`src/hw/hdcr_defs.svh`:
```
// Offsets, field positions, reset values and widths of the hub configuration register bank.
`ifndef HDCR_DEFS_SVH
`define HDCR_DEFS_SVH
`define HDCR_OFS_POLARITY   8'h0b
`define HDCR_OFS_UUID_FIRST 8'h10
`define HDCR_OFS_UUID_LAST  8'h1f
`define HDCR_OFS_LANG_LOW   8'h20
`define HDCR_OFS_LANG_HIGH  8'h21
`define HDCR_OFS_SER_LEN    8'h22
`define HDCR_BIT_UP_SWAP    0
`define HDCR_BIT_DOWN1_SWAP 1
`define HDCR_BIT_POL_GATE   7
`define HDCR_RST_LANG_LOW   8'h09
`define HDCR_RST_LANG_HIGH  8'h04
`define HDCR_RST_SER_LEN    6'h18
`define HDCR_SER_LEN_W      6
`define HDCR_SER_LEN_MAX    6'h20
`endif

```
`src/hw/hdcr_pkg.sv`:
```
// Types shared by the hub configuration register bank.
package hdcr_pkg;
  typedef logic [7:0] hdcr_byte_t;
  typedef logic [7:0] hdcr_addr_t;
endpackage

```
`src/hw/hdcr_regs.sv`:
```
// Hub descriptor configuration register bank with gated writes and descriptor outputs.
`timescale 1ns/100ps
`include "hdcr_defs.svh"
module hdcr_regs (
  input  wire logic                     clk_i,
  input  wire logic                     rst_n_i,
  input  wire logic                     wr_en_i,
  input  wire hdcr_pkg::hdcr_addr_t     wr_addr_i,
  input  wire hdcr_pkg::hdcr_byte_t     wr_data_i,
  input  wire hdcr_pkg::hdcr_addr_t     rd_addr_i,
  output logic [7:0]                    rd_data_o,
  input  wire logic                     rom_up_line_swap_i,
  input  wire logic                     rom_down1_line_swap_i,
  input  wire logic [127:0]             uuid_i,
  input  wire logic                     string_write_gate_i,
  input  wire logic                     serial_write_gate_i,
  output logic                          up_line_swap_o,
  output logic                          down1_line_swap_o,
  output logic [15:0]                   language_code_o,
  output logic [`HDCR_SER_LEN_W-1:0]    serial_string_length_o,
  output logic                          serial_string_enable_o
);
  import hdcr_pkg::*;

  // ----------------------------------------------------------------
  // Reset release.
  // ----------------------------------------------------------------
  logic [1:0] rst_sync_q;
  logic       rst_n;
  always_ff @(posedge clk_i or negedge rst_n_i) begin
    if (!rst_n_i) begin
      rst_sync_q <= 2'h0;
    end else begin
      rst_sync_q <= {rst_sync_q[0], 1'b1};
    end
  end
  assign rst_n = rst_sync_q[1];

  // ----------------------------------------------------------------
  // Synchronisers for the ROM bits, the UUID and the gate straps.
  // ----------------------------------------------------------------
  logic [3:0]   in_meta_q;
  logic [3:0]   in_sync_q;
  logic [127:0] uuid_meta_q;
  logic [127:0] uuid_sync_q;
  logic         rom_up;
  logic         rom_down1;
  logic         str_gate;
  logic         ser_gate;
  always_ff @(posedge clk_i or negedge rst_n) begin
    if (!rst_n) begin
      in_meta_q   <= 4'h0;
      in_sync_q   <= 4'h0;
      uuid_meta_q <= 128'h0;
      uuid_sync_q <= 128'h0;
    end else begin
      in_meta_q   <= {serial_write_gate_i, string_write_gate_i, rom_down1_line_swap_i, rom_up_line_swap_i};
      in_sync_q   <= in_meta_q;
      uuid_meta_q <= uuid_i;
      uuid_sync_q <= uuid_meta_q;
    end
  end
  assign rom_up    = in_sync_q[0];
  assign rom_down1 = in_sync_q[1];
  assign str_gate  = in_sync_q[2];
  assign ser_gate  = in_sync_q[3];

  // ----------------------------------------------------------------
  // Write decode.
  // ----------------------------------------------------------------
  // True when a write strobe targets the given offset.
  function automatic logic wr_hit(input logic       en,
                                  input hdcr_addr_t addr,
                                  input hdcr_addr_t ofs);
    return en && (addr == ofs);
  endfunction

  logic pol_wr;
  logic lang_low_wr;
  logic lang_high_wr;
  logic ser_len_wr;
  assign pol_wr       = wr_hit(wr_en_i, wr_addr_i, `HDCR_OFS_POLARITY);
  assign lang_low_wr  = wr_hit(wr_en_i, wr_addr_i, `HDCR_OFS_LANG_LOW);
  assign lang_high_wr = wr_hit(wr_en_i, wr_addr_i, `HDCR_OFS_LANG_HIGH);
  assign ser_len_wr   = wr_hit(wr_en_i, wr_addr_i, `HDCR_OFS_SER_LEN);

  // ----------------------------------------------------------------
  // Port polarity register.
  // ----------------------------------------------------------------
  logic pol_gate_q;
  logic pol_gate_d;
  logic up_swap_q;
  logic up_swap_d;
  logic dn1_swap_q;
  logic dn1_swap_d;

  always_comb begin
    pol_gate_d = pol_gate_q;
    up_swap_d  = up_swap_q;
    dn1_swap_d = dn1_swap_q;
    if (pol_wr) begin
      pol_gate_d = wr_data_i[`HDCR_BIT_POL_GATE];
    end
    // The gate value of this very write decides whether its swap bits land.
    if (pol_gate_d) begin
      if (pol_wr) begin
        up_swap_d  = wr_data_i[`HDCR_BIT_UP_SWAP];
        dn1_swap_d = wr_data_i[`HDCR_BIT_DOWN1_SWAP];
      end
    end else begin
      // A closed gate makes the swap bits track the ROM on every clock.
      up_swap_d  = rom_up;
      dn1_swap_d = rom_down1;
    end
  end

  always_ff @(posedge clk_i or negedge rst_n) begin
    if (!rst_n) begin
      pol_gate_q <= 1'b0;
      up_swap_q  <= 1'b0;
      dn1_swap_q <= 1'b0;
    end else begin
      pol_gate_q <= pol_gate_d;
      up_swap_q  <= up_swap_d;
      dn1_swap_q <= dn1_swap_d;
    end
  end

  // ----------------------------------------------------------------
  // Language code registers.
  // ----------------------------------------------------------------
  hdcr_byte_t lang_low_q;
  hdcr_byte_t lang_low_d;
  hdcr_byte_t lang_high_q;
  hdcr_byte_t lang_high_d;

  always_comb begin
    lang_low_d  = lang_low_q;
    lang_high_d = lang_high_q;
    if (lang_low_wr && str_gate) begin
      lang_low_d = wr_data_i;
    end
    if (lang_high_wr && str_gate) begin
      lang_high_d = wr_data_i;
    end
  end

  always_ff @(posedge clk_i or negedge rst_n) begin
    if (!rst_n) begin
      lang_low_q  <= `HDCR_RST_LANG_LOW;
      lang_high_q <= `HDCR_RST_LANG_HIGH;
    end else begin
      lang_low_q  <= lang_low_d;
      lang_high_q <= lang_high_d;
    end
  end

  // ----------------------------------------------------------------
  // Serial string length register.
  // ----------------------------------------------------------------
  logic [`HDCR_SER_LEN_W-1:0] ser_len_q;
  logic [`HDCR_SER_LEN_W-1:0] ser_len_d;

  always_comb begin
    ser_len_d = ser_len_q;
    if (ser_len_wr && ser_gate) begin
      ser_len_d = wr_data_i[`HDCR_SER_LEN_W-1:0];
    end
  end

  always_ff @(posedge clk_i or negedge rst_n) begin
    if (!rst_n) begin
      ser_len_q <= `HDCR_RST_SER_LEN;
    end else begin
      ser_len_q <= ser_len_d;
    end
  end

  // ----------------------------------------------------------------
  // Read mux.
  // ----------------------------------------------------------------
  hdcr_byte_t rd_data_d;

  always_comb begin
    rd_data_d = 8'h00;
    if (rd_addr_i >= `HDCR_OFS_UUID_FIRST && rd_addr_i <= `HDCR_OFS_UUID_LAST) begin
      rd_data_d = uuid_sync_q[{rd_addr_i[3:0], 3'h0} +: 8];
    end else begin
      case (rd_addr_i)
        `HDCR_OFS_POLARITY:  rd_data_d = {pol_gate_q, 5'h00, dn1_swap_q, up_swap_q};
        `HDCR_OFS_LANG_LOW:  rd_data_d = lang_low_q;
        `HDCR_OFS_LANG_HIGH: rd_data_d = lang_high_q;
        `HDCR_OFS_SER_LEN:   rd_data_d = {2'h0, ser_len_q};
        default:             rd_data_d = 8'h00;
      endcase
    end
  end

  always_ff @(posedge clk_i or negedge rst_n) begin
    if (!rst_n) begin
      rd_data_o <= 8'h00;
    end else begin
      rd_data_o <= rd_data_d;
    end
  end

  // ----------------------------------------------------------------
  // Descriptor-side outputs.
  // ----------------------------------------------------------------
  assign up_line_swap_o         = up_swap_q;
  assign down1_line_swap_o      = dn1_swap_q;
  assign language_code_o        = {lang_high_q, lang_low_q};
  assign serial_string_length_o = ser_len_q;
  assign serial_string_enable_o = (ser_len_q != 6'h00);
endmodule

```
`config.mk`:
```
export PLATFORM = sky130hd
export DESIGN_NAME = hdcr_regs
export DESIGN_NICKNAME = d
export VERILOG_FILES = /design/src/hw/hdcr_pkg.sv /design/src/hw/hdcr_regs.sv
export VERILOG_INCLUDE_DIRS = /design/src /design/src/hw
export SDC_FILE = /design/constraint.sdc
export NUM_CORES = 1
export LEC_CHECK = 0
export BUFFER_PORTS_ARGS = -buffer_cell sky130_fd_sc_hd__buf_2
export CAP_MARGIN = 30
export CORE_MARGIN = 1
export CORE_UTILIZATION = 55
export CTS_CLUSTER_DIAMETER = 120
export CTS_CLUSTER_SIZE = 28
export DETAILED_ROUTE_END_ITERATION = 12
export GPL_TIMING_DRIVEN = 1
export PLACE_DENSITY = 0.78
export SLEW_MARGIN = 20
export SYNTH_ARGS = -nofsm -noshare
export SYNTH_HDL_FRONTEND = slang
export SYNTH_SLANG_ARGS = --single-unit
```
`constraint.sdc`:
```
create_clock -name clk_i -period 26.3 [get_ports clk_i]
set_input_delay 2.63 -clock clk_i [delete_from_list [all_inputs] [get_ports clk_i]]
set_output_delay 2.63 -clock clk_i [all_outputs]
set_load 0.02 [all_outputs]
```
After elaboration in Yosys (flattened, before gate mapping)
Cells that the tools add are included.
{"block": "op_classes", "n_lt_le_gt_ge": 2, "n_eq_ne": 9, "shifts": 1, "n_mux": 7, "reduce_logical": 9}
{"cell": "$shiftx A128 B8 Y8", "count": 1}
{"cell": "$eq A8 B6 Y1 const B", "count": 6}
{"cell": "$pmux W8 S4", "count": 1}
{"cell": "$eq A8 B4 Y1 const B", "count": 2}
{"cell": "$ge A8 B5 Y1 const B", "count": 1}
{"cell": "$le A8 B5 Y1 const B", "count": 1}
{"cell": "$logic_and A1 B1 Y1", "count": 8}
{"cell": "$mux W8", "count": 1}
{"cell": "$reduce_bool A6 Y1", "count": 1}
{"cell": "$mux W1", "count": 5}
{"cell": "$ne A2 B2 Y1 const B", "count": 1}
{"block": "word_totals", "register_bits": 299, "input_bits": 159, "output_inout_bits": 33}

Logic depth before layout (Yosys ltp)
{"block": "logic_depth", "ltp_word": 4, "mapped_depth": 8, "mapped_depth_nobuf": 4}

Worst setup path after synthesis
OpenSTA, ideal clock, no wires.
{"block": "synth_path", "path_kind": "input-to-reg", "start": "in wr_addr_i[2]", "end": "reg lang_low_q[1]", "setup_time_ns": 0.125, "t_arrival_ns": 4.056, "t_required_ns": 26.175, "setup_slack_ns": 22.120, "stages": 5, "path_cell_list": "or4b_4 -> nor4_4 -> and2b_1 -> buf_4 -> mux2_2"}
{"block": "synth_via", "elab_chain_len": 3}
{"item": "start, declared", "line_no": "hdcr_regs.sv:8", "text": "input wire hdcr_pkg::hdcr_addr_t wr_addr_i,"}
{"item": "$eq A8 B6 Y1", "line_no": "hdcr_regs.sv:75", "text": "return en && (addr == ofs);"}
{"item": "$logic_and A1 B1 Y1", "line_no": "hdcr_regs.sv:75"}
{"item": "$logic_and A1 B1 Y1", "line_no": "hdcr_regs.sv:140", "text": "if (lang_low_wr && str_gate) begin"}
{"item": "end signal, assigned", "line_no": "hdcr_regs.sv:150", "text": "lang_low_q <= `HDCR_RST_LANG_LOW;"}
{"item": "end signal, assigned", "line_no": "hdcr_regs.sv:153", "text": "lang_low_q <= lang_low_d;"}
{"item": "end, declared", "line_no": "hdcr_regs.sv:132", "text": "hdcr_byte_t lang_low_q;"}
Every way passes these cells.
A chain may end at the register's enable or synchronous reset.

Worst setup path in the final report
{"block": "layout_path", "start": "in rd_addr_i[0]", "end": "reg rd_data_o[7]"}
{"block": "layout_via", "elab_chain_len": 3, "elab_cells_between_ends": 10, "classes_between": "order compare (2); eq/ne (4); shift (1); mux (2); reduce/logical (1)"}
{"item": "start, declared", "line_no": "hdcr_regs.sv:10", "text": "input wire hdcr_pkg::hdcr_addr_t rd_addr_i,"}
{"item": "branches (longest 2 deep; another with $shiftx A128 B8 Y8)"}
{"item": "$mux W8 (*)", "line_no": "hdcr_regs.sv:186", "text": "if (rd_addr_i >= `HDCR_OFS_UUID_FIRST && rd_addr_i <= `HDCR_OFS_UUID_LAST) begin"}
{"item": "via rd_data_d[7]", "line_no": "hdcr_regs.sv:182", "text": "hdcr_byte_t rd_data_d;"}
{"item": "end signal, assigned", "line_no": "hdcr_regs.sv:203", "text": "rd_data_o <= rd_data_d;"}
{"item": "end, declared", "line_no": "hdcr_regs.sv:11", "text": "output logic [7:0] rd_data_o,"}
Mark *: on every way through the listed nets, which the timed path passes.

==> results by group <==
Outcome
  – Outcome: finished clean

STA
  – Sum of negative setup slack: 0 ns
  – Final max-slew violation count: 0
  – Headroom to the max-slew limit: 41.37%
  – Final number of hold-violating endpoints: 0
  – Setup repair after global routing missed its margin: false
  – Post-route worst setup slack: 22.08 ns
  – Setup Viol. Count Final: 0
  – Clock Skew: 0.02495 ns
  – Maximum clock frequency: 237.0 MHz
  – Slew at the pin with the worst max-slew slack: 0.8794 ns
  – Period utilisation layout: 16.04%
  – Minimum clock period: 4.220 ns

Worst setup path
  – Slowest cell on the critical path: buf_4
  – CP arrival: 4.56 ns
  – Biggest cell delay along the critical path: 0.58 ns
  – Startpoint Class: input port
  – FF-to-FF End: uuid_meta_q[58]
  – Startpoint of the most critical setup path: rd_addr_i[0]
  – Depth of the worst register-to-register path: 3
  – Required time of the worst setup path: 26.64 ns
  – Cell chain of the critical path: buf_2, buf_4, mux4_2, a2111oi_0, a32oi_1
  – Worst setup endpoint: rd_data_o[7]
  – Start-to-end type of the worst setup path: in2reg
  – Maximum fanout along the worst path: 38
  – Critical R2R Launch: rst_sync_q[1]
  – Slack of the worst reg-to-reg path: 24.12 ns
  – Kind of end point of the critical path: flop

Yosys
  – Synthesized instance count: 463
  – Top cell type's share of synthesized area: 79.51%
  – Post-synth design cell area: 9253 um2
  – Dominant register cell in the synthesized netlist: dfrtp_1
  – EDFF count, synth: 0
  – Main area contributors after synthesis: dfrtp_1 (80%), mux4_2 (7.8%), mux2_2 (2.6%)
  – Synth warn: 0
  – Sequential fraction of the synthesis area: 80.93%
  – FFs w/ async S/R, synth: 100.0%
  – Area leader, netlist: dfrtp_1
  – Number of nets in the synthesized netlist: 622
  – Number of distinct library cells after synthesis: 44
  – Register bit total from synthesis: 299
  – Avg Inst Size Synth: 19.98 um2

Detailed routing
  – Count of vias placed by the detailed router: 4,582
  – Routed WL per cell: 19.09 um
  – Antenna Nets Post-Route: 0
  – WL final: 16,950 um
  – Detailed router's first-iteration violation count: 195
  – Detail-routed via count per cell: 5.160
  – DRC: 0
  – Number of detailed-route iterations in the first pass: 4

Pwr
  – Comb power frac: 5.8%
  – Worst vdd rail ir drop: 0.00005501 V
  – Power density relative to cell area: 70.84 nW/um2
  – Power share of the clock group: 30.6%
  – Switching power: 162.1 uW
  – Switching portion of total power: 21.00%
  – Cell internal power dissipation: 609.9 uW
  – Leakage power of the design: 5.145 nW
  – Sequential Power Share: 63.6%

Clock network
  – Depth of the CTS H-tree: 1
  – Number of buffers inserted by hold repair at cts: 0
  – Cell at the root of the clock tree: clkbuf_16
  – Maximum buffer depth of the clock tree: 3
  – CTS resizes: 0
  – Num CTS Buffers: 14
  – Count of buffers added by post-CTS timing repair for setup: 0
  – Insertion delay to the later sink of the worst-skew pair: 0.49 ns
  – CTS tree: yes
  – Clock transition at the register clock pins on the worst setup and hold paths after CTS: 0.11 ns
  – CTS sink count: 299

GRT
  – Grt ovf: 0
  – Vias in the first global route: 4,964
  – Largest net degree at the start of global routing: 90
  – Global-route wire length before repair: 26,730 um
  – Initial antenna violation count: 1
  – Overall track demand over capacity in global routing: 20.62%

Layout
  – Area of the multi-input gates: 1670 um2
  – Most frequent cells in the layout: dfrtp_1 (293), buf_2 (191), mux4_2 (32)
  – Layout overhead on the synthesized area: 17.78%
  – Final design area excluding fillers: 10,900 um2
  – Total number of nets in the final design: 821
  – Area used by sequential logic in the layout: 7492 um2
  – Filler cell count in the final layout: 1,122
  – Leading cell type in the layout, fill and taps excluded: dfrtp_1
  – Fraction of layout instances using a drive strength above 1: 41.98%

Floorplan
  – Die span in x: 131.7 um
  – Number of I/O pins: 192
  – Initial cell density of the core: 55.99%
  – Die area: 17,350 um2
  – Chip Height: 131.7 um
  – Core area: 16,520 um2
  – # rows: 47

Placed design
  – Place WS: 21.48 ns
  – Port bufs: 191
  – Cell area after placement: 10,430 um2
  – Final HPWL DP: 12,180 um
  – GP Congestion: 0.8328

Min path
  – Type of the tightest min-delay check: reg2reg

Flow run
  – Max-cap violations: 0
## through the flow
step                total power, mW  utilization [%]  hold WS [ns]  std cells
floorplan                    0.5208                -        0.3312        463
global placement             0.5420            63.13        0.3335        864
detailed placement           0.5449            63.13        0.3347        864
CTS                          0.7807            65.58        0.3530        885
global route                 0.8037            65.95        0.3598        888
finish                       0.7720            65.95        0.3432        888
## state kept, by name, summed over array words and instances (netlist names), 2 cells and up
name	cells
in_meta_q	4
in_sync_q	4
lang_high_q	8
lang_low_q	8
rd_data_o	8
rst_sync_q	2
serial_string_length_o	6
uuid_meta_q	128
uuid_sync_q	128
## final cells by class
class                      count  area share, %
clock inverter                 1         0.1033
sequential                   299          68.75
multi-input combinational    148          15.33
tap                          220          2.526
inverter                       2        0.06889
antenna                        1        0.02296
timing repair buffer         197          9.587
clock buffer                  20          3.617
## kinds of logic (layout without fill, tap and decap cells)
family / Yosys count / count (layout) / synth area share [%]
flip-flops: 299 / 299 / 80.93
multiplexers: 70 / 70 / 12.20
AND/OR/NAND/NOR: 54 / 54 / 3.529
AO/OA/AOI/OAI: 23 / 23 / 2.286
buffers and inverters: 16 / 220 / 1.014
other: 1 / 2 / 0.04053
## synthesized netlist by cell type, types with 3 or more instances
| cell | instances |
|---|---|
| nor2_1 | 8 |
| dfrtp_1 | 294 |
| nand3_1 | 3 |
| dfstp_2 | 5 |
| nand2_1 | 12 |
| nand3b_1 | 5 |
| mux2i_1 | 16 |
| mux4_2 | 32 |
| buf_2 | 3 |
| mux2_2 | 21 |
| clkbuf_1 | 6 |
| o2111ai_1 | 3 |
| and2_1 | 3 |
| nor3b_1 | 4 |
| or2_2 | 3 |
| o2bb2ai_1 | 3 |
| buf_6 | 3 |
| nor4_1 | 4 |
| o21ai_0 | 3 |
## worst min-delay path by stage
stage,cells past startpoint,startpoint,to
floorplan,0,in_meta_q[0],in_sync_q[0]
global placement,0,uuid_meta_q[69],uuid_sync_q[69]
detailed placement,0,in_meta_q[1],in_sync_q[1]
CTS,0,uuid_meta_q[62],uuid_sync_q[62]
global route,0,uuid_meta_q[48],uuid_sync_q[48]
finish,0,uuid_meta_q[62],uuid_sync_q[62]
## power groups by stage
stage	Combinational [mW]	Sequential (mW)	Clock [mW]
after floorplan	0.0175	0.503	0
after global placement	0.0432	0.499	0
after detailed placement	0.0447	0.500	0
after CTS	0.0448	0.491	0.245
after global routing	0.0493	0.493	0.261
final	0.0448	0.491	0.236
## worst max-delay path: cells and delay by family
kind	cells	cell delay (ns)
mux	1	0.58
buf+inv	2	0.67
compound gates	2	0.66
## routing by layer
| metal | global-route usage, % | wire length, um | vias up | share of wire, % |
|---|---|---|---|---|
| li1 | - | - | 2008 | - |
| met1 | 27.33 | 6717 | 2381 | 40 |
| met2 | 36.04 | 8959 | 170 | 53 |
| met3 | 3.086 | 921 | 23 | 5.4 |
| met4 | 5.620 | 354 | 0 | 2.1 |
| met5 | 0 | 0 | - | 0 |
Power figures use the tool's default switching activity.
